**src/pkg/plq_pkg.sv**
```systemverilog
// Purpose: Constants and carrier types for the link quality, test and scrambler register group.
// Assumes: 16-bit registers reached over a plain address/strobe port, one clock, active-low reset.
// Notes on behaviour
// Pattern order bit 8 swaps pair order.
// Constant-data mode sends byte bits 7-0.
// Training time in ms, read-only, bits 7-0.
// Remote lock 15-8, local lock 7-0.
// Bit 5 clears while channel-good is low and sets when it rises; write-zero clears.
// Bit 4 latches fail-inhibit high; write-zero clears.
// Bit 3 latches startup detect high; write-zero clears.
// Bit 2 latches frame error rate high.
// Bit 1 latches alignment loss; write-zero sets.
// Bit 0 latches watchdog low; write-zero sets.
// Six-bit link loss counter at 15-10.
// Ten-bit fail-without-loss counter at 9-0.
// Communication ready status at bit 0.
// Force enable bit 5 applies force value bit 6.
// Standard watchdog bit 4 starts counters after link.
// Symbol counts below threshold drive watchdog status low.
// Corrupt enable XORs error value onto memory data.
// Bit 4 delays receive descrambler one bit.
// Bit 3 delays transmit scrambler one bit.
// Receive symbols from S14 or S0 by bit 2.
// Transmit symbols from S14 or S0 by bit 1.
// Bit 0 bypasses scrambler both directions.
// Counters saturate, clear only on reset.
`default_nettype none
package plq_pkg;
   localparam int ADDR_W = 12;
   localparam logic [11:0] OFF_TEST = 12'h531;
   localparam logic [11:0] OFF_TRAIN = 12'h543;
   localparam logic [11:0] OFF_LOCK = 12'h544;
   localparam logic [11:0] OFF_LATCH = 12'h545;
   localparam logic [11:0] OFF_DROP = 12'h547;
   localparam logic [11:0] OFF_READY = 12'h548;
   localparam logic [11:0] OFF_WDOG = 12'h559;
   localparam logic [11:0] OFF_SCR = 12'h55a;
   localparam int TEST_SWAP_BIT = 8;
   localparam logic [15:0] TEST_MASK = 16'h01ff;
   localparam logic [15:0] WDOG_RESET = 16'h0051;
   localparam logic [15:0] WDOG_MASK = 16'h007f;
   localparam logic [15:0] SCR_RESET = 16'h0000;
   localparam logic [15:0] SCR_MASK = 16'h7fff;
   localparam int WD_FVAL_BIT = 6;
   localparam int WD_FEN_BIT = 5;
   localparam int WD_STD_BIT = 4;
   localparam int SCR_ERR_LSB = 6;
   localparam int SCR_CORRUPT_BIT = 5;
   localparam int SCR_RXDLY_BIT = 4;
   localparam int SCR_TXDLY_BIT = 3;
   localparam int SCR_RXORD_BIT = 2;
   localparam int SCR_TXORD_BIT = 1;
   localparam int SCR_BYPASS_BIT = 0;
   localparam int LAT_CHAN = 5;
   localparam int LAT_FAIL = 4;
   localparam int LAT_START = 3;
   localparam int LAT_FER = 2;
   localparam int LAT_ALIGN = 1;
   localparam int LAT_WDOG = 0;
   localparam int LOSS_W = 6;
   localparam int FAIL_W = 10;
   localparam int WIN_CYCLES = 256;
   localparam int SCR_LEN = 15;
   typedef struct packed {
      logic [ADDR_W-1:0] addr;
      logic [15:0] wdata;
      logic wr;
      logic rd;
   } plq_req_s;
   typedef struct packed {
      logic channel_good;
      logic fail_inhibit;
      logic startup_detect;
      logic frame_error_high;
      logic alignment_lock;
      logic link_up;
      logic link_loss;
      logic link_fail;
      logic comm_ready;
   } plq_evt_s;
   typedef struct packed {
      logic sym_zero;
      logic sym_plus;
      logic sym_minus;
   } plq_sym_s;
endpackage
`default_nettype wire

```
**src/verilog/plq_regs.sv**
```systemverilog
// Purpose: Link quality report, latched link-down status, symbol watchdog and scrambler option logic.
// Assumes: Event inputs come from outside this clock and are synchronised here; data paths are same-clock.
// Notes: Timer values are supplied by the training logic outside and only captured for reading here.
`default_nettype none
module plq_regs #(
   parameter int WIN_CYCLES = plq_pkg::WIN_CYCLES
) (
   input wire logic clk_in,
   input wire logic resetn_in,
   input wire plq_pkg::plq_req_s req_in,
   output logic [15:0] rdata_out,
   input wire plq_pkg::plq_evt_s evt_in,
   input wire logic [7:0] train_ms_in,
   input wire logic [7:0] remote_lock_ms_in,
   input wire logic [7:0] local_lock_ms_in,
   input wire plq_pkg::plq_sym_s sym_in,
   input wire logic pattern_a_in,
   input wire logic pattern_b_in,
   input wire logic constant_mode_in,
   output logic [7:0] tx_data_out,
   output logic first_pattern_out,
   output logic second_pattern_out,
   output logic watchdog_status_out,
   input wire logic [8:0] mem_data_in,
   output logic [8:0] mem_data_out,
   input wire logic tx_data_bit_in,
   input wire logic rx_data_bit_in,
   output logic tx_scr_bit_out,
   output logic rx_descr_bit_out
);
   localparam int EVW = $bits(plq_pkg::plq_evt_s);

   logic [15:0] test_reg;
   logic [15:0] wdog_reg;
   logic [15:0] scr_reg;
   logic [5:0] latch;
   logic [7:0] train_ms;
   logic [15:0] lock_ms;
   logic [plq_pkg::LOSS_W-1:0] loss_cnt;
   logic [plq_pkg::FAIL_W-1:0] fail_cnt;
   logic [EVW-1:0] sync1, sync2, sync3;
   logic [EVW-1:0] evt_stable;
   logic [EVW-1:0] evt_prev;
   logic [3:0] cnt_zero, cnt_plus, cnt_minus;
   logic [15:0] win_cnt;
   logic wd_raw;
   logic [plq_pkg::SCR_LEN-1:0] tx_lfsr, rx_lfsr;
   logic tx_sym_d, rx_sym_d;

   // Event inputs pass three flops; a level change is accepted only when the last two agree.
   always_ff @(posedge clk_in or negedge resetn_in) begin
      if (!resetn_in) begin
         sync1 <= '0;
         sync2 <= '0;
         sync3 <= '0;
      end else begin
         sync1 <= evt_in;
         sync2 <= sync1;
         sync3 <= sync2;
      end
   end

   wire [EVW-1:0] agree = ~(sync2 ^ sync3);
   wire [EVW-1:0] next_stable = (agree & sync3) | (~agree & evt_stable);
   plq_pkg::plq_evt_s ev, ev_prev;
   assign ev = evt_stable;
   assign ev_prev = evt_prev;
   wire rise_loss = ev.link_loss & ~ev_prev.link_loss;
   wire rise_fail = ev.link_fail & ~ev_prev.link_fail;

   always_ff @(posedge clk_in or negedge resetn_in) begin
      if (!resetn_in) begin
         evt_stable <= '0;
         evt_prev <= '0;
      end else begin
         evt_stable <= next_stable;
         evt_prev <= evt_stable;
      end
   end

   // Register decode.
   wire hit_test = req_in.addr == plq_pkg::OFF_TEST;
   wire hit_latch = req_in.addr == plq_pkg::OFF_LATCH;
   wire hit_wdog = req_in.addr == plq_pkg::OFF_WDOG;
   wire hit_scr = req_in.addr == plq_pkg::OFF_SCR;
   wire wr_latch = req_in.wr & hit_latch;

   always_ff @(posedge clk_in or negedge resetn_in) begin
      if (!resetn_in) begin
         test_reg <= '0;
         wdog_reg <= plq_pkg::WDOG_RESET;
         scr_reg <= plq_pkg::SCR_RESET;
      end else begin
         if (req_in.wr && hit_test)
            test_reg <= req_in.wdata & plq_pkg::TEST_MASK;
         if (req_in.wr && hit_wdog)
            wdog_reg <= req_in.wdata & plq_pkg::WDOG_MASK;
         if (req_in.wr && hit_scr)
            scr_reg <= req_in.wdata & plq_pkg::SCR_MASK;
      end
   end

   // Latch bits: hardware set or clear wins over a software write in the same cycle.
   wire [5:0] wz = wr_latch ? ~req_in.wdata[5:0] : 6'h00;
   logic [5:0] next_latch;
   always_comb begin
      next_latch = latch;
      // A latch-low bit reads 1 only while the condition has held since the bit was set; channel-good sets on its rise.
      if (wz[plq_pkg::LAT_CHAN])
         next_latch[plq_pkg::LAT_CHAN] = 1'b0;
      if (!ev.channel_good)
         next_latch[plq_pkg::LAT_CHAN] = 1'b0;
      else if (!ev_prev.channel_good)
         next_latch[plq_pkg::LAT_CHAN] = 1'b1;
      if (wz[plq_pkg::LAT_FAIL])
         next_latch[plq_pkg::LAT_FAIL] = 1'b0;
      if (ev.fail_inhibit)
         next_latch[plq_pkg::LAT_FAIL] = 1'b1;
      if (wz[plq_pkg::LAT_START])
         next_latch[plq_pkg::LAT_START] = 1'b0;
      if (ev.startup_detect)
         next_latch[plq_pkg::LAT_START] = 1'b1;
      if (wz[plq_pkg::LAT_FER])
         next_latch[plq_pkg::LAT_FER] = 1'b0;
      if (ev.frame_error_high)
         next_latch[plq_pkg::LAT_FER] = 1'b1;
      if (wz[plq_pkg::LAT_ALIGN])
         next_latch[plq_pkg::LAT_ALIGN] = 1'b1;
      if (!ev.alignment_lock)
         next_latch[plq_pkg::LAT_ALIGN] = 1'b0;
      if (wz[plq_pkg::LAT_WDOG])
         next_latch[plq_pkg::LAT_WDOG] = 1'b1;
      if (!watchdog_status_out)
         next_latch[plq_pkg::LAT_WDOG] = 1'b0;
   end

   always_ff @(posedge clk_in or negedge resetn_in) begin
      if (!resetn_in) begin
         latch <= '0;
      end else begin
         latch <= next_latch;
      end
   end

   // Report registers and saturating counters.
   wire [plq_pkg::LOSS_W-1:0] next_loss = (rise_loss && !(&loss_cnt)) ? loss_cnt + 1'b1 : loss_cnt;
   wire [plq_pkg::FAIL_W-1:0] next_fail = (rise_fail && !ev.link_loss && !(&fail_cnt)) ? fail_cnt + 1'b1 : fail_cnt;

   always_ff @(posedge clk_in or negedge resetn_in) begin
      if (!resetn_in) begin
         train_ms <= '0;
         lock_ms <= '0;
         loss_cnt <= '0;
         fail_cnt <= '0;
      end else begin
         train_ms <= train_ms_in;
         lock_ms <= {remote_lock_ms_in, local_lock_ms_in};
         loss_cnt <= next_loss;
         fail_cnt <= next_fail;
      end
   end

   // Read mux; unmapped addresses read zero.
   logic [15:0] rd_mux;
   always_comb begin
      unique case (req_in.addr)
         plq_pkg::OFF_TEST: rd_mux = test_reg;
         plq_pkg::OFF_TRAIN: rd_mux = {8'h00, train_ms};
         plq_pkg::OFF_LOCK: rd_mux = lock_ms;
         plq_pkg::OFF_LATCH: rd_mux = {10'h000, latch};
         plq_pkg::OFF_DROP: rd_mux = {loss_cnt, fail_cnt};
         plq_pkg::OFF_READY: rd_mux = {15'h0000, ev.comm_ready};
         plq_pkg::OFF_WDOG: rd_mux = wdog_reg;
         plq_pkg::OFF_SCR: rd_mux = scr_reg;
         default: rd_mux = 16'h0000;
      endcase
   end

   always_ff @(posedge clk_in or negedge resetn_in) begin
      if (!resetn_in) begin
         rdata_out <= '0;
      end else begin
         rdata_out <= req_in.rd ? rd_mux : 16'h0000;
      end
   end

   // Test pattern outputs.
   wire swap = test_reg[plq_pkg::TEST_SWAP_BIT];
   always_ff @(posedge clk_in or negedge resetn_in) begin
      if (!resetn_in) begin
         tx_data_out <= '0;
         first_pattern_out <= 1'b0;
         second_pattern_out <= 1'b0;
      end else begin
         tx_data_out <= constant_mode_in ? test_reg[7:0] : 8'h00;
         first_pattern_out <= swap ? pattern_b_in : pattern_a_in;
         second_pattern_out <= swap ? pattern_a_in : pattern_b_in;
      end
   end

   // Symbol watchdog: each symbol kind needs the threshold count inside a window.
   wire std_en = wdog_reg[plq_pkg::WD_STD_BIT];
   wire [3:0] thresh = wdog_reg[3:0];
   wire wd_run = !std_en || ev.link_up;
   wire win_end = win_cnt == 16'(WIN_CYCLES - 1);
   // Counts include this cycle's symbol so that a symbol in the last cycle of a window is not lost.
   wire [3:0] seen_zero = cnt_zero + {3'h0, sym_in.sym_zero && cnt_zero != 4'hf};
   wire [3:0] seen_plus = cnt_plus + {3'h0, sym_in.sym_plus && cnt_plus != 4'hf};
   wire [3:0] seen_minus = cnt_minus + {3'h0, sym_in.sym_minus && cnt_minus != 4'hf};
   wire short_any = (seen_zero < thresh) || (seen_plus < thresh) || (seen_minus < thresh);

   always_ff @(posedge clk_in or negedge resetn_in) begin
      if (!resetn_in) begin
         win_cnt <= '0;
         cnt_zero <= '0;
         cnt_plus <= '0;
         cnt_minus <= '0;
         wd_raw <= 1'b0;
      end else if (!wd_run) begin
         win_cnt <= '0;
         cnt_zero <= '0;
         cnt_plus <= '0;
         cnt_minus <= '0;
         wd_raw <= 1'b0;
      end else if (win_end) begin
         win_cnt <= '0;
         cnt_zero <= '0;
         cnt_plus <= '0;
         cnt_minus <= '0;
         wd_raw <= short_any;
      end else begin
         win_cnt <= win_cnt + 16'h0001;
         cnt_zero <= seen_zero;
         cnt_plus <= seen_plus;
         cnt_minus <= seen_minus;
      end
   end

   // The status output is active high; the latch bit tracks its low level.
   always_ff @(posedge clk_in or negedge resetn_in) begin
      if (!resetn_in) begin
         watchdog_status_out <= 1'b1;
      end else begin
         watchdog_status_out <= wdog_reg[plq_pkg::WD_FEN_BIT] ? wdog_reg[plq_pkg::WD_FVAL_BIT] : !wd_raw;
      end
   end

   // Memory data corruption for exercising the error-correcting path.
   always_ff @(posedge clk_in or negedge resetn_in) begin
      if (!resetn_in) begin
         mem_data_out <= '0;
      end else begin
         mem_data_out <= mem_data_in ^ (scr_reg[plq_pkg::SCR_CORRUPT_BIT] ?
            scr_reg[plq_pkg::SCR_ERR_LSB +: 9] : 9'h000);
      end
   end

   // Additive free-running scrambler state, x^15 + x^14 + 1 feedback.
   wire tx_fb = tx_lfsr[14] ^ tx_lfsr[13];
   wire rx_fb = rx_lfsr[14] ^ rx_lfsr[13];
   wire tx_sym = scr_reg[plq_pkg::SCR_TXORD_BIT] ? tx_lfsr[0] : tx_lfsr[14];
   wire rx_sym = scr_reg[plq_pkg::SCR_RXORD_BIT] ? rx_lfsr[0] : rx_lfsr[14];
   wire tx_use = scr_reg[plq_pkg::SCR_TXDLY_BIT] ? tx_sym_d : tx_sym;
   wire rx_use = scr_reg[plq_pkg::SCR_RXDLY_BIT] ? rx_sym_d : rx_sym;
   wire bypass = scr_reg[plq_pkg::SCR_BYPASS_BIT];

   always_ff @(posedge clk_in or negedge resetn_in) begin
      if (!resetn_in) begin
         tx_lfsr <= 15'h7fff;
         rx_lfsr <= 15'h7fff;
         tx_sym_d <= 1'b0;
         rx_sym_d <= 1'b0;
         tx_scr_bit_out <= 1'b0;
         rx_descr_bit_out <= 1'b0;
      end else begin
         tx_lfsr <= {tx_lfsr[13:0], tx_fb};
         rx_lfsr <= {rx_lfsr[13:0], rx_fb};
         tx_sym_d <= tx_sym;
         rx_sym_d <= rx_sym;
         tx_scr_bit_out <= bypass ? tx_data_bit_in : tx_data_bit_in ^ tx_use;
         rx_descr_bit_out <= bypass ? rx_data_bit_in : rx_data_bit_in ^ rx_use;
      end
   end
endmodule
`default_nettype wire

```
**config.mk**
```make
export PLATFORM = sky130hd
export DESIGN_NAME = plq_regs
export DESIGN_NICKNAME = d
export VERILOG_FILES = /design/src/pkg/plq_pkg.sv /design/src/verilog/plq_regs.sv
export SDC_FILE = /design/constraint.sdc
export NUM_CORES = 1
export LEC_CHECK = 0
export ABC_AREA = 1
export BUFFER_PORTS_ARGS = -buffer_cell sky130_fd_sc_hd__buf_2
export CAP_MARGIN = 20
export CELL_PAD_IN_SITES_DETAIL_PLACEMENT = 1
export CELL_PAD_IN_SITES_GLOBAL_PLACEMENT = 1
export CORE_MARGIN = 3
export CORE_UTILIZATION = 40
export DETAILED_ROUTE_END_ITERATION = 8
export GPL_TIMING_DRIVEN = 0
export HOLD_SLACK_MARGIN = 0.02
export PLACE_DENSITY = 0.71
export SYNTH_ARGS = -nofsm -noshare
export SYNTH_HDL_FRONTEND = slang
export SYNTH_SLANG_ARGS = --single-unit
export TNS_END_PERCENT = 100
```
**constraint.sdc**
```tcl
create_clock -name clk_in -period 1.8 [get_ports clk_in]
set_input_delay 0.18 -clock clk_in [delete_from_list [all_inputs] [get_ports clk_in]]
set_output_delay 0.18 -clock clk_in [all_outputs]
set_load 0.02 [all_outputs]
```
# After elaboration in Yosys (flattened, before gate mapping)
# Index checks and enable logic that the tools add are counted.
word_totals:
  register_bits: 221
  inputBits: 82
  out_inout_bits: 38
  wordCells: 136
classes:
  addsub: 6
  n_lt_le_gt_ge: 3
  n_eq_ne: 16
  n_mux: 37
  bitwise: 17
  n_reduce_logical: 22
ops:
  columns: ["cell", "count"]
  rows:
  - ["$pmux W16 S8", 1]
  - ["$eq A12 B11 Y1 const B", 8]
  - ["$mux W16", 3]
  - ["$mux W1", 24]
  - ["$mux W4", 6]
  - ["$and A9 B9 Y9", 2]
  - ["$not A9 Y9", 2]
  - ["$xor A9 B9 Y9", 2]
  - ["$add A16 B1 Y16 const B", 1]
  - ["$eq A16 B8 Y1 const B", 1]
  - ["$add A4 B1 Y4", 3]
  - ["$lt A4 B4 Y1", 3]
  - ["$ne A4 B4 Y1 const B", 3]
  - ["$add A10 B1 Y10 const B", 1]
  - ["$reduce_and A10 Y1", 1]
  - ["$logic_and A1 B1 Y1", 9]
  - ["$mux W9", 1]
  - ["$or A9 B9 Y9", 1]
  - ["$mux W8", 1]
  - ["$add A6 B1 Y6 const B", 1]
  - ["$mux W6", 1]
  - ["$ne A2 B1 Y1 const B", 3]
  - ["$not A6 Y6", 1]
  - ["$reduce_and A6 Y1", 1]
  - ["7 further kinds", 21]

# Depth between registers and ports, before layout
# Gate-level depths: netlist of run 1.
logic_depth:
  ltp_word: 8
  ltp_mapped: 13

# Worst setup path after synthesis of run 1
# OpenSTA, ideal clock, no wires.
synth_path:
  kind: "register to register"
  start: "register cnt_plus[2]"
  end: "register wd_raw"
  setup_ns: 0.117
  arrival_time_ns: 1.645
  required_time_ns: 1.683
  path_slack_ns: 0.038
  path_stages_with_launch: 14
  synth_period_minus_slack_ns: 1.762
  cell_sequence: "dfrtp_1 > nand2_1 > inv_1 > a31oi_1 > ha_1 > ha_1 > ha_1 > o21ai_0 > nand2_1 > nand3_1 > nand2_1 > nand3_1 > nand3_1 > nand2_1"
synth_via:
  elab_chain_cells: 8
synth_lines:
  columns: ["item", "line_no", "source"]
  rows:
  - ["start: declaration", "plq_regs.sv:44", "logic [3:0] cnt_zero, cnt_plus, cnt_minus;"]
  - ["start signal: assignment", "plq_regs.sv:234", "cnt_plus <= seen_plus;"]
  - ["$ne A4 B4 Y1", "plq_regs.sv:208", "wire [3:0] seen_plus = cnt_plus + {3'h0, sym_in.sym_plus && cnt_plus != 4'hf};"]
  - ["$logic_and A1 B1 Y1", "plq_regs.sv:208", null]
  - ["$add A4 B1 Y4 (*)", "plq_regs.sv:208", null]
  - ["$lt A4 B4 Y1 (*)", "plq_regs.sv:210", "wire short_any = (seen_zero < thresh) || (seen_plus < thresh) || (seen_minus < thresh);"]
  - ["$logic_or A1 B1 Y1 (*) (2 in a row)", "plq_regs.sv:210", null]
  - ["$mux W1 (*)", "plq_regs.sv:225", "end else if (win_end) begin"]
  - ["$mux W1 (*)", "plq_regs.sv:219", "end else if (!wd_run) begin"]
  - ["end signal: assignment", "plq_regs.sv:230", "wd_raw <= short_any;"]
  - ["end: declaration", "plq_regs.sv:46", "logic wd_raw;"]
# Every way passes the cells marked *; elsewhere a longest branch is shown, timed or not. The select of a mux whose other input is x is not followed.
# A chain may end at the register's enable or synchronous reset.

# Final worst setup path of run 1
layout_path:
  start: "register cnt_minus[1]"
  end: "register wd_raw"
layout_via:
  elab_chain_cells: 7
layout_lines:
  columns: ["item", "line_no", "source"]
  rows:
  - ["start: declaration", "plq_regs.sv:44", null]
  - ["start signal: assignment", "plq_regs.sv:235", "cnt_minus <= seen_minus;"]
  - ["$ne A4 B4 Y1", "plq_regs.sv:209", "wire [3:0] seen_minus = cnt_minus + {3'h0, sym_in.sym_minus && cnt_minus != 4'hf};"]
  - ["$logic_and A1 B1 Y1", "plq_regs.sv:209", null]
  - ["$add A4 B1 Y4 (*)", "plq_regs.sv:209", null]
  - ["$lt A4 B4 Y1 (*)", "plq_regs.sv:210", null]
  - ["$logic_or A1 B1 Y1 (*)", "plq_regs.sv:210", null]
  - ["$mux W1 (*)", "plq_regs.sv:225", null]
  - ["$mux W1 (*)", "plq_regs.sv:219", null]
# Marked as above.

==> results of run 1 <==
==> power by group through the flow <==
| stage | Combinational, W | Sequential (W) | Clock [W] |
|---|---|---|---|
| 2_1_floorplan | 0.00114 | 0.00563 | 0 |
| 3_3_place_gp | 0.00159 | 0.00569 | 0 |
| 3_5_place_dp | 0.00168 | 0.00571 | 0 |
| 4_1_cts | 0.00197 | 0.00563 | 0.00533 |
| 5_1_grt | 0.00251 | 0.00570 | 0.00553 |
| 6_report | 0.00219 | 0.00563 | 0.00520 |
==> cells in the mapped netlist, drive strengths merged <==
| master | number |
|---|---|
| a21boi | 1 |
| a21oi | 16 |
| a31oi | 4 |
| a41oi | 1 |
| and3 | 2 |
| buf | 16 |
| clkbuf | 3 |
| clkinv | 1 |
| dfrtp | 181 |
| dfstp | 34 |
| ha | 18 |
| inv | 109 |
| maj3 | 9 |
| mux2 | 4 |
| nand2 | 174 |
| nand3 | 54 |
| nand3b | 1 |
| nand4 | 27 |
| nor2 | 83 |
| nor3 | 11 |
| nor3b | 1 |
| nor4 | 2 |
| o211ai | 1 |
| o21a | 2 |
| o21ai | 56 |
| o22ai | 1 |
| xnor2 | 14 |
| xor2 | 18 |
==> metal layers <==
metal | vias up | global-route usage | wire length, µm
li1 | 3130 | - | -
met1 | 3280 | 0.263 | 10100
met2 | 152 | 0.335 | 11500
met3 | 33 | 0.0314 | 965
met4 | 0 | 0.0492 | 458
met5 | - | 0 | 0
==> worst paths after layout <==
| check | startpoint | slack (ns) | depth (start not counted) | end |
|---|---|---|---|---|
| worst max-delay path | cnt_minus[1]$_DFF_PN0_ | -0.19 | 13 | wd_raw$_DFFE_PN0P_ |
| worst min-delay path | req_in[1] | 0.19 | 3 | scr_reg[11]$_DFFE_PN0P_ |
| worst max register to register | cnt_minus[1]$_DFF_PN0_ | -0.19 | 13 | wd_raw$_DFFE_PN0P_ |
| worst min register to register | sync1[8]$_DFF_PN0_ | 0.35 | 0 | sync2[8]$_DFF_PN0_ |
| max in group asynchronous | resetn_in | 0.51 | 3 | sync2[3]$_DFF_PN0_ |
| min in group asynchronous | resetn_in | 0.25 | 2 | ev_prev[2]$_DFF_PN0_ |
==> logic make-up after synthesis <==
| family | share of synthesized area |
|---|---|
| simple gates | 0.183 |
| flops | 0.628 |
| buf+inv | 0.0615 |
| compound gates | 0.0537 |
| xor+xnor | 0.0324 |
| fa+ha+maj | 0.0365 |
| mux | 0.00521 |
==> layout make-up <==
| cell class | count | area share |
|---|---|---|
| buffer | 19 | 0.0105 |
| timing repair buffer | 193 | 0.119 |
| multi-input combinational | 500 | 0.247 |
| sequential | 215 | 0.479 |
| tap | 275 | 0.0304 |
| clock buffer | 36 | 0.0708 |
| inverter | 110 | 0.0366 |
| clock inverter | 7 | 0.00597 |
==> worst min-delay path, stage by stage <==
cell and delay [ns]:
buf_1 0.27, nand3_1 0.17, nand2_1 0.05
==> what timing repair did <==
| action | in CTS | in global routing |
|---|---|---|
| gates resized for setup | 10 | 14 |
| pin swaps | 7 | 7 |
| setup endpoints to repair | 14 | 35 |
| buffers inserted | 3 | 8 |
| cloned | 0 | 0 |
| hold buffers | 65 | 0 |
| endpoints found under the hold margin | 152 | 0 |
==> through the flow <==
step	hold slack (ns)	std cells	setup WS (ns)
detailed placement	0.226	1236	-0.189
floorplan	-0.116	844	0.0377
global route	0.216	1355	-0.322
CTS	0.179	1347	-0.180
global placement	0.287	1235	-3.08
finish	0.187	1355	-0.189
==> flow_summary.ini, run 1 <==
[die]
dieWidth_um = 153
rows = 53
start_util = 0.408
core-area_um2 = 21200
io_pins = 120
dieArea_um2 = 23400
die_y_um = 153

[routing]
first_pass_iters = 4
wl_per_cell_um = 17.0
postRouteAntennaNets = 0
finalWirelength_um = 23100
drt_iter0_markers = 287
drc = 0
vias = 6595
via_per_inst = 4.87

[worst_setup_path]
required_ns = 2.20
critical_path.top_delay_family = adder cells
crit_type = flop to flop
critPathMaxFanout = 2
critPathBufInv = 2
crit_slowest_cell = dfrtp_1
worstPathArrival_ns = 2.39
cp_common_cell = nand2_1
cp-end-kind = flop
critPathLaunchType = flop
slowest_delay_ns = 0.39
path_cells = nand2_1 -> inv_1 -> a31oi_1 -> ha_2 -> ha_1 -> xnor2_2 -> inv_1 -> ha_1 -> nand3_1 -> nand2_1 -> nand3_2 -> nand3_2 -> nand2_1

[clock_tree]
cts_tree = done
path_clk_slew_ns = 0.06
root_buffer = clkbuf_16
htreeDepth = 1
cts_buffer_depth = 3
clock_latency_ns = 0.51
cts_made_buffers = 24
cts_sinks = 215

[sta]
fmax_mhz = 503
fin_tns_setup_ns = -0.189
max_slew.worst_pin.slew_ns = 0.706
final_max_slew_viol_count = 0
fin_ws_ns = -0.189
fin_skew_ns = 0.00772
slew-limit-headroom = 0.529
setup_viol = 1
rsz0062_at_grt = yes
hold_viol_final = 0
post-route-period-util = 1.10
fin_crit_ns = 1.99

[synthesis]
synth_area_leaders = dfrtp_1 (52%), dfstp_2 (10%), nand2_1 (7.3%), inv_1 (4.6%), nand3_1 (3.1%)
synth-seq-area-share = 0.628
ys_ff_latch = 215
synth.distinct_cells = 40
synth_nets = 944
yosys.area.top_type = dfrtp_1
syn_area_per_cell_um2 = 10.2
ys_warn_count = 0
synth_cells = 844
synth_top_area_share = 0.524
syn_area_um2 = 8640

[status]
violations = negative setup slack
status = finished, violations left

[power_and_ir_drop]
p_leak_nw = 5.51
powerDensity_nw_per_um2 = 1150
pwr-share-comb = 0.168
p_seq_frac = 0.433
clockPowerShare = 0.399
p_switching_w = 0.00350
ir_drop_mv = 0.711
p_int_w = 0.00952
p_total_w = 0.0130
sw_frac_of_total = 0.269

[placed_design]
dpl.hpwl_um = 15600
dpl_cell_area_um2 = 9600
gp_congestion = 0.826
portBuffers = 116

[global_routing]
grt_overflow_total = 0
grt_pass1_vias = 7220
grt_pass1_wl_um = 37500
grt_usage = 0.196
grt_max_degree = 120
antenna_found_initial = 0

[layout]
top_regs = lock_ms (16), rdata_out (16), win_cnt (16)
diodes = 0
multi_input_area_um2 = 2800
area_delta_synth_final_pct = 31.0
layout.nets = 1163
final_util = 0.535
layout_commonest_cell = dfrtp_1
final_layout_size_suffix_gt1_frac = 0.257
final_cell_mix = dfrtp_1 (181), nand2_1 (166), buf_2 (122)
fillers = 2350
stdcell_area_um2 = 11300
regArea_um2 = 5420

[worst_hold_path]
hold_path_class = input pin to flop

[job]
drv_cap = 0
Power figures use the tool's default switching activity.
==> run 2, diff against run 1 <==
--- a/config.mk
+++ b/config.mk
@@ -16,6 +16,7 @@
 export GPL_TIMING_DRIVEN = 0
 export HOLD_SLACK_MARGIN = 0.02
 export PLACE_DENSITY = 0.71
+export SKIP_CTS_REPAIR_TIMING = 1
 export SYNTH_ARGS = -nofsm -noshare
 export SYNTH_HDL_FRONTEND = slang
 export SYNTH_SLANG_ARGS = --single-unit
==> run 2 against run 1 <==
The flow still finishes with violations (negative setup slack). Combinational power increased by 5%. Sequential cell count stayed put. Core utilization about the same. Critical endpoint unchanged. First-iteration DRC count increased by 2.4%. Routed wire length up 0.44%. Cell count shrank 0.22%. Clock power is essentially flat. Sequential power is essentially flat. Clock-buffer cell count unchanged. Sequential share of layout area about the same. Register-to-register slack lost 0.10 ns.
==> flow_summary.ini, run 2 (synthesized netlist as in run 1, its figures left out) <==
[status]
status = finished, violations left
violations = negative setup slack

[placed_design]
portBuffers = 116
dp.cells = 1236
dpl_cell_area_um2 = 9600
gp_congestion = 0.826
dpl.hpwl_um = 15600

[routing]
via_per_inst = 4.88
drt_iter0_markers = 294
postRouteAntennaNets = 0
wl_met3_um = 986
drc = 0
dr_wl_met2_um = 11500
vias = 6592
top_layer = met4
wl_met1_um = 10100
wl_per_cell_um = 17.1
first_pass_iters = 4
finalWirelength_um = 23200

[global_routing]
grt_pass1_vias = 6785
grt_pass1_wl_um = 35300
grt_usage = 0.185
grt_max_degree = 120
antenna_found_initial = 0
grt_overflow_total = 0

[sta]
hold_viol_final = 0
rsz0062_at_grt = yes
final_max_slew_viol_count = 0
fin_tns_setup_ns = -0.291
fin_ws_ns = -0.291
post-route-period-util = 1.16
fin_skew_ns = 0.00637
setup_viol = 1
fmax_mhz = 478
fin_crit_ns = 2.09
max_slew.worst_pin.slew_ns = 0.706
slew-limit-headroom = 0.530

[worst_setup_path]
critPathBufInv = 1
cp-end-kind = flop
r2r-start = cnt_plus[1]$_DFF_PN0_
critPathMaxFanout = 2
rrSetupSlack_ns = -0.29
r2r_cells = 13
critical_path.top_delay_family = adder cells
path_cells = nand2_1 -> inv_2 -> a31oi_2 -> ha_2 -> ha_4 -> ha_4 -> o21ai_2 -> nand2_1 -> nand3_2 -> nand2_2 -> nand3_2 -> nand3_2 -> nand2_1
r2r_end = wd_raw$_DFFE_PN0P_
crit_slowest_cell = dfrtp_1
critPathLaunchType = flop
worstPathArrival_ns = 2.49
slowest_delay_ns = 0.42
required_ns = 2.20
crit_type = flop to flop

[power_and_ir_drop]
p_switching_w = 0.00357
p_int_w = 0.00957
p_leak_nw = 5.50
p_total_w = 0.0131
p_seq_frac = 0.430
powerDensity_nw_per_um2 = 1160
ir_drop_mv = 0.711
clockPowerShare = 0.394
pwr-share-comb = 0.176
sw_frac_of_total = 0.272

[clock_tree]
htreeDepth = 1
clock_latency_ns = 0.51
cts_made_buffers = 24
cts_buffer_depth = 3
root_buffer = clkbuf_16
cts_sinks = 215
path_clk_slew_ns = 0.06
cts_tree = done

[layout]
layout.nets = 1160
stdcell_area_um2 = 11300
top_regs = lock_ms (16), rdata_out (16), win_cnt (16)
fin_cells = 1352
layout_commonest_cell = dfrtp_1
fillers = 2351
diodes = 0
final_util = 0.535
final_layout_size_suffix_gt1_frac = 0.264
area_delta_synth_final_pct = 31.0
final_cell_mix = dfrtp_1 (181), nand2_1 (166), buf_2 (122)

[die]
core-area_um2 = 21200
dieWidth_um = 153
io_pins = 120
die_y_um = 153
rows = 53
start_util = 0.408
dieArea_um2 = 23400

[worst_hold_path]
hold_path_startpoint = constant_mode_in
min_path_cells = 3
hold_path_class = input pin to flop
min_to = tx_data_out[7]$_DFF_PN0_

[job]
drv_cap = 0
[run 2: changes by cell type in the layout (fill, tap and decap cells not counted)]
cell           delta
inv_2             +1
a41oi_1           -1
ha_2              +1
xor2_2            +1
ha_1              -1
a21oi_2           +1
a21oi_1           -1
xor2_1            -1
dlygate4sd3_1     -3
inv_1             -1
nand3_1           -1
nand3_2           +1
a41oi_2           +1
[run 2: area by class of cell]
cell class,count,area (µm²),area share
buffer,19,119,0.0105
clock buffer,36,802,0.0709
clock inverter,7,67.6,0.00597
inverter,110,414,0.0366
multi-input combinational,500,2830,0.250
sequential,215,5420,0.479
tap,275,344,0.0304
timing repair buffer,190,1320,0.117
[run 2: per-stage QoR]
stage	setup WS [ns]	hold slack, ns
after detailed placement	-0.189	0.226
after global placement	-3.08	0.287
final	-0.291	0.0113
after floorplan	0.0377	-0.116
after global routing	-0.408	0.0218
after CTS	-0.206	-0.312
[run 2: worst min-delay path: stages]
cell      delay, ns
clkbuf_1       0.18
nand2_1        0.10
inv_1          0.03
[run 2: metal layers]
layer | track usage | up-vias
met5 | 0 | -
met4 | 0.0484 | 0
met3 | 0.0306 | 40
met2 | 0.308 | 146
met1 | 0.255 | 3280
li1 | - | 3126
[run 2: power groups by stage]
stage / Clock [W] / Sequential, W / Combinational (W)
after floorplan: 0 / 0.00563 / 0.00114
after global placement: 0 / 0.00569 / 0.00159
after detailed placement: 0 / 0.00571 / 0.00168
after CTS: 0.00533 / 0.00563 / 0.00170
after global routing: 0.00552 / 0.00572 / 0.00261
final: 0.00518 / 0.00565 / 0.00231
[run 2: how the worst max path moves through the flow]
| stage | from | endpoint | cells past startpoint |
|---|---|---|---|
| floorplan | cnt_plus[2]$_DFF_PN0_ | wd_raw$_DFFE_PN0P_ | 13 |
| global placement | resetn_in | win_cnt[11]$_DFF_PN0_ | 1 |
| detailed placement | cnt_plus[2]$_DFF_PN0_ | wd_raw$_DFFE_PN0P_ | 13 |
| CTS | cnt_plus[2]$_DFF_PN0_ | wd_raw$_DFFE_PN0P_ | 13 |
| global route | cnt_plus[1]$_DFF_PN0_ | wd_raw$_DFFE_PN0P_ | 13 |
| finish | cnt_plus[1]$_DFF_PN0_ | wd_raw$_DFFE_PN0P_ | 13 |
==> run 3, diff against run 2 <==
--- a/config.mk
+++ b/config.mk
@@ -10,6 +10,7 @@
 export CAP_MARGIN = 20
 export CELL_PAD_IN_SITES_DETAIL_PLACEMENT = 1
 export CELL_PAD_IN_SITES_GLOBAL_PLACEMENT = 1
+export CORE_ASPECT_RATIO = 0.6
 export CORE_MARGIN = 3
 export CORE_UTILIZATION = 40
 export DETAILED_ROUTE_END_ITERATION = 8
==> run 3 against run 2 <==
The flow still finishes with violations (negative setup slack). Clock power fell by 15%. Clock skew up 0.016 ns. Setup slack gained 0.070 ns. Combinational power rose by 2%. Critical path type unchanged. Critical endpoint unchanged. Largest power group unchanged. Highest routed layer unchanged.
==> flow_summary.ini, run 3 (synthesized netlist as in run 1, its figures left out) <==
[global_routing]
grt_usage = 0.194
grt_overflow_total = 0
grt_pass1_wl_um = 36100
grt_pass1_vias = 6503
grt_max_degree = 115
antenna_found_initial = 0

[die]
io_pins = 120
start_util = 0.420
core-area_um2 = 20600
dieWidth_um = 196
rows = 40
die_y_um = 120
dieArea_um2 = 23500

[layout]
final_util = 0.542
area_delta_synth_final_pct = 29.1
top_regs = lock_ms (16), rdata_out (16), win_cnt (16)
diodes = 0
fillers = 2260
layout_commonest_cell = dfrtp_1
final_layout_size_suffix_gt1_frac = 0.265
final_cell_mix = dfrtp_1 (180), nand2_1 (164), buf_2 (121)
layout.nets = 1157

[power_and_ir_drop]
p_int_w = 0.00886
p_seq_frac = 0.458
p_switching_w = 0.00355
clockPowerShare = 0.353
p_leak_nw = 5.40
sw_frac_of_total = 0.286
pwr-share-comb = 0.189
ir_drop_mv = 0.985
powerDensity_nw_per_um2 = 1110

[routing]
drt_iter0_markers = 305
finalWirelength_um = 24000
wl_met3_um = 1110
wl_per_cell_um = 17.9
top_layer = met4
vias = 6648
wl_met1_um = 12400
drc = 0
dr_wl_met2_um = 10200
postRouteAntennaNets = 0
first_pass_iters = 4
via_per_inst = 4.94

[worst_setup_path]
r2r_end = wd_raw$_DFFE_PN0P_
slowest_delay_ns = 0.44
rrSetupSlack_ns = -0.22
required_ns = 2.19
cp_common_cell = nand3_2
crit_type = flop to flop
worstPathArrival_ns = 2.41
critPathMaxFanout = 2
critPathLaunchType = flop
cp-end-kind = flop
crit_slowest_cell = dfrtp_2
r2r-start = cnt_minus[2]$_DFF_PN0_
r2r_cells = 13
path_cells = nand2_2 -> inv_2 -> a31oi_1 -> ha_2 -> ha_4 -> xnor2_4 -> inv_2 -> ha_4 -> nand3_2 -> nand2_2 -> nand3_2 -> nand3_2 -> nand2_1

[placed_design]
gp_congestion = 0.895
dpl.hpwl_um = 16600
portBuffers = 116

[sta]
setup_viol = 1
fin_skew_ns = 0.0221
fin_hold_ws_ns = 0.0374
fin_ws_ns = -0.221
fmax_mhz = 495
slew-limit-headroom = 0.470
hold_viol_final = 0
final_max_slew_viol_count = 0
max_slew.worst_pin.slew_ns = 0.795
fin_tns_setup_ns = -0.221
rsz0062_at_grt = yes
fin_crit_ns = 2.02
post-route-period-util = 1.12

[clock_tree]
htreeDepth = 1
cts_tree = done
cts_sinks = 215
path_clk_slew_ns = 0.07
cts_made_buffers = 21
clock_latency_ns = 0.51
root_buffer = clkbuf_16
cts_buffer_depth = 3

[worst_hold_path]
min_path_cells = 3
hold_path_class = input pin to flop
hold_path_startpoint = req_in[0]
min_to = rdata_out[0]$_DFF_PN0_

[status]
status = finished, violations left
violations = negative setup slack

[job]
drv_cap = 0
-- run 3: changes by cell type in the layout (fill, tap and decap cells not counted), sizes merged --
cell	change
clkinvlp	+1
dlygate4sd3	-1
bufinv	-1
clkbuf	-6
clkinv	-1
inv	+3
-- run 3: cell type report --
type / instances / area, µm² / share of cell area
sequential: 215 / 5420 / 0.486
multi-input combinational: 500 / 2850 / 0.255
timing repair buffer: 190 / 1320 / 0.118
clock buffer: 29 / 627 / 0.0562
inverter: 110 / 414 / 0.0371
tap: 273 / 342 / 0.0306
buffer: 19 / 124 / 0.0111
clock inverter: 9 / 57.6 / 0.00516
-- run 3: per-stage QoR --
stage	instance area, µm²	setup slack, ns	total power, W	cells
after floorplan	8640	0.0377	0.00677	844
after global placement	9560	-3.15	0.00730	1233
final	11200	-0.221	0.0124	1345
after global routing	11200	-0.335	0.0131	1345
after detailed placement	9600	-0.267	0.00742	1234
after CTS	10300	-0.275	0.0118	1272
-- run 3: worst max path at each step --
stage,from,end,depth (start not counted)
3_3_place_gp,resetn_in,sync1[7]$_DFF_PN0_,1
3_5_place_dp,cnt_zero[2]$_DFF_PN0_,wd_raw$_DFFE_PN0P_,11
6_report,cnt_minus[2]$_DFF_PN0_,wd_raw$_DFFE_PN0P_,13
2_1_floorplan,cnt_plus[2]$_DFF_PN0_,wd_raw$_DFFE_PN0P_,13
4_1_cts,cnt_zero[2]$_DFF_PN0_,wd_raw$_DFFE_PN0P_,11
5_1_grt,cnt_zero[2]$_DFF_PN0_,wd_raw$_DFFE_PN0P_,11
-- run 3: power groups by stage --
stage / sequential (W) / combinational [W] / clock (W)
2_1_floorplan: 0.00563 / 0.00114 / 0
3_3_place_gp: 0.00570 / 0.00161 / 0
3_5_place_dp: 0.00571 / 0.00171 / 0
4_1_cts: 0.00563 / 0.00172 / 0.00447
5_1_grt: 0.00574 / 0.00267 / 0.00470
6_report: 0.00568 / 0.00235 / 0.00438
-- run 3: layer usage --
layer | global-route usage | vias up
met5 | 0 | -
met4 | 0.0352 | 0
li1 | - | 3124
met3 | 0.0362 | 26
met1 | 0.317 | 3350
met2 | 0.268 | 148
-- run 3: worst max-delay path: cells and delay by family, from the launching register on --
kind / cells / cell delay, ns
AO/OA/AOI/OAI: 1 / 0.17
buffers and inverters: 2 / 0.09
flip-flops: 1 / 0.44
AND/OR/NAND/NOR: 6 / 0.39
XOR/XNOR: 1 / 0.13
adder cells (fa/ha/maj): 3 / 0.68
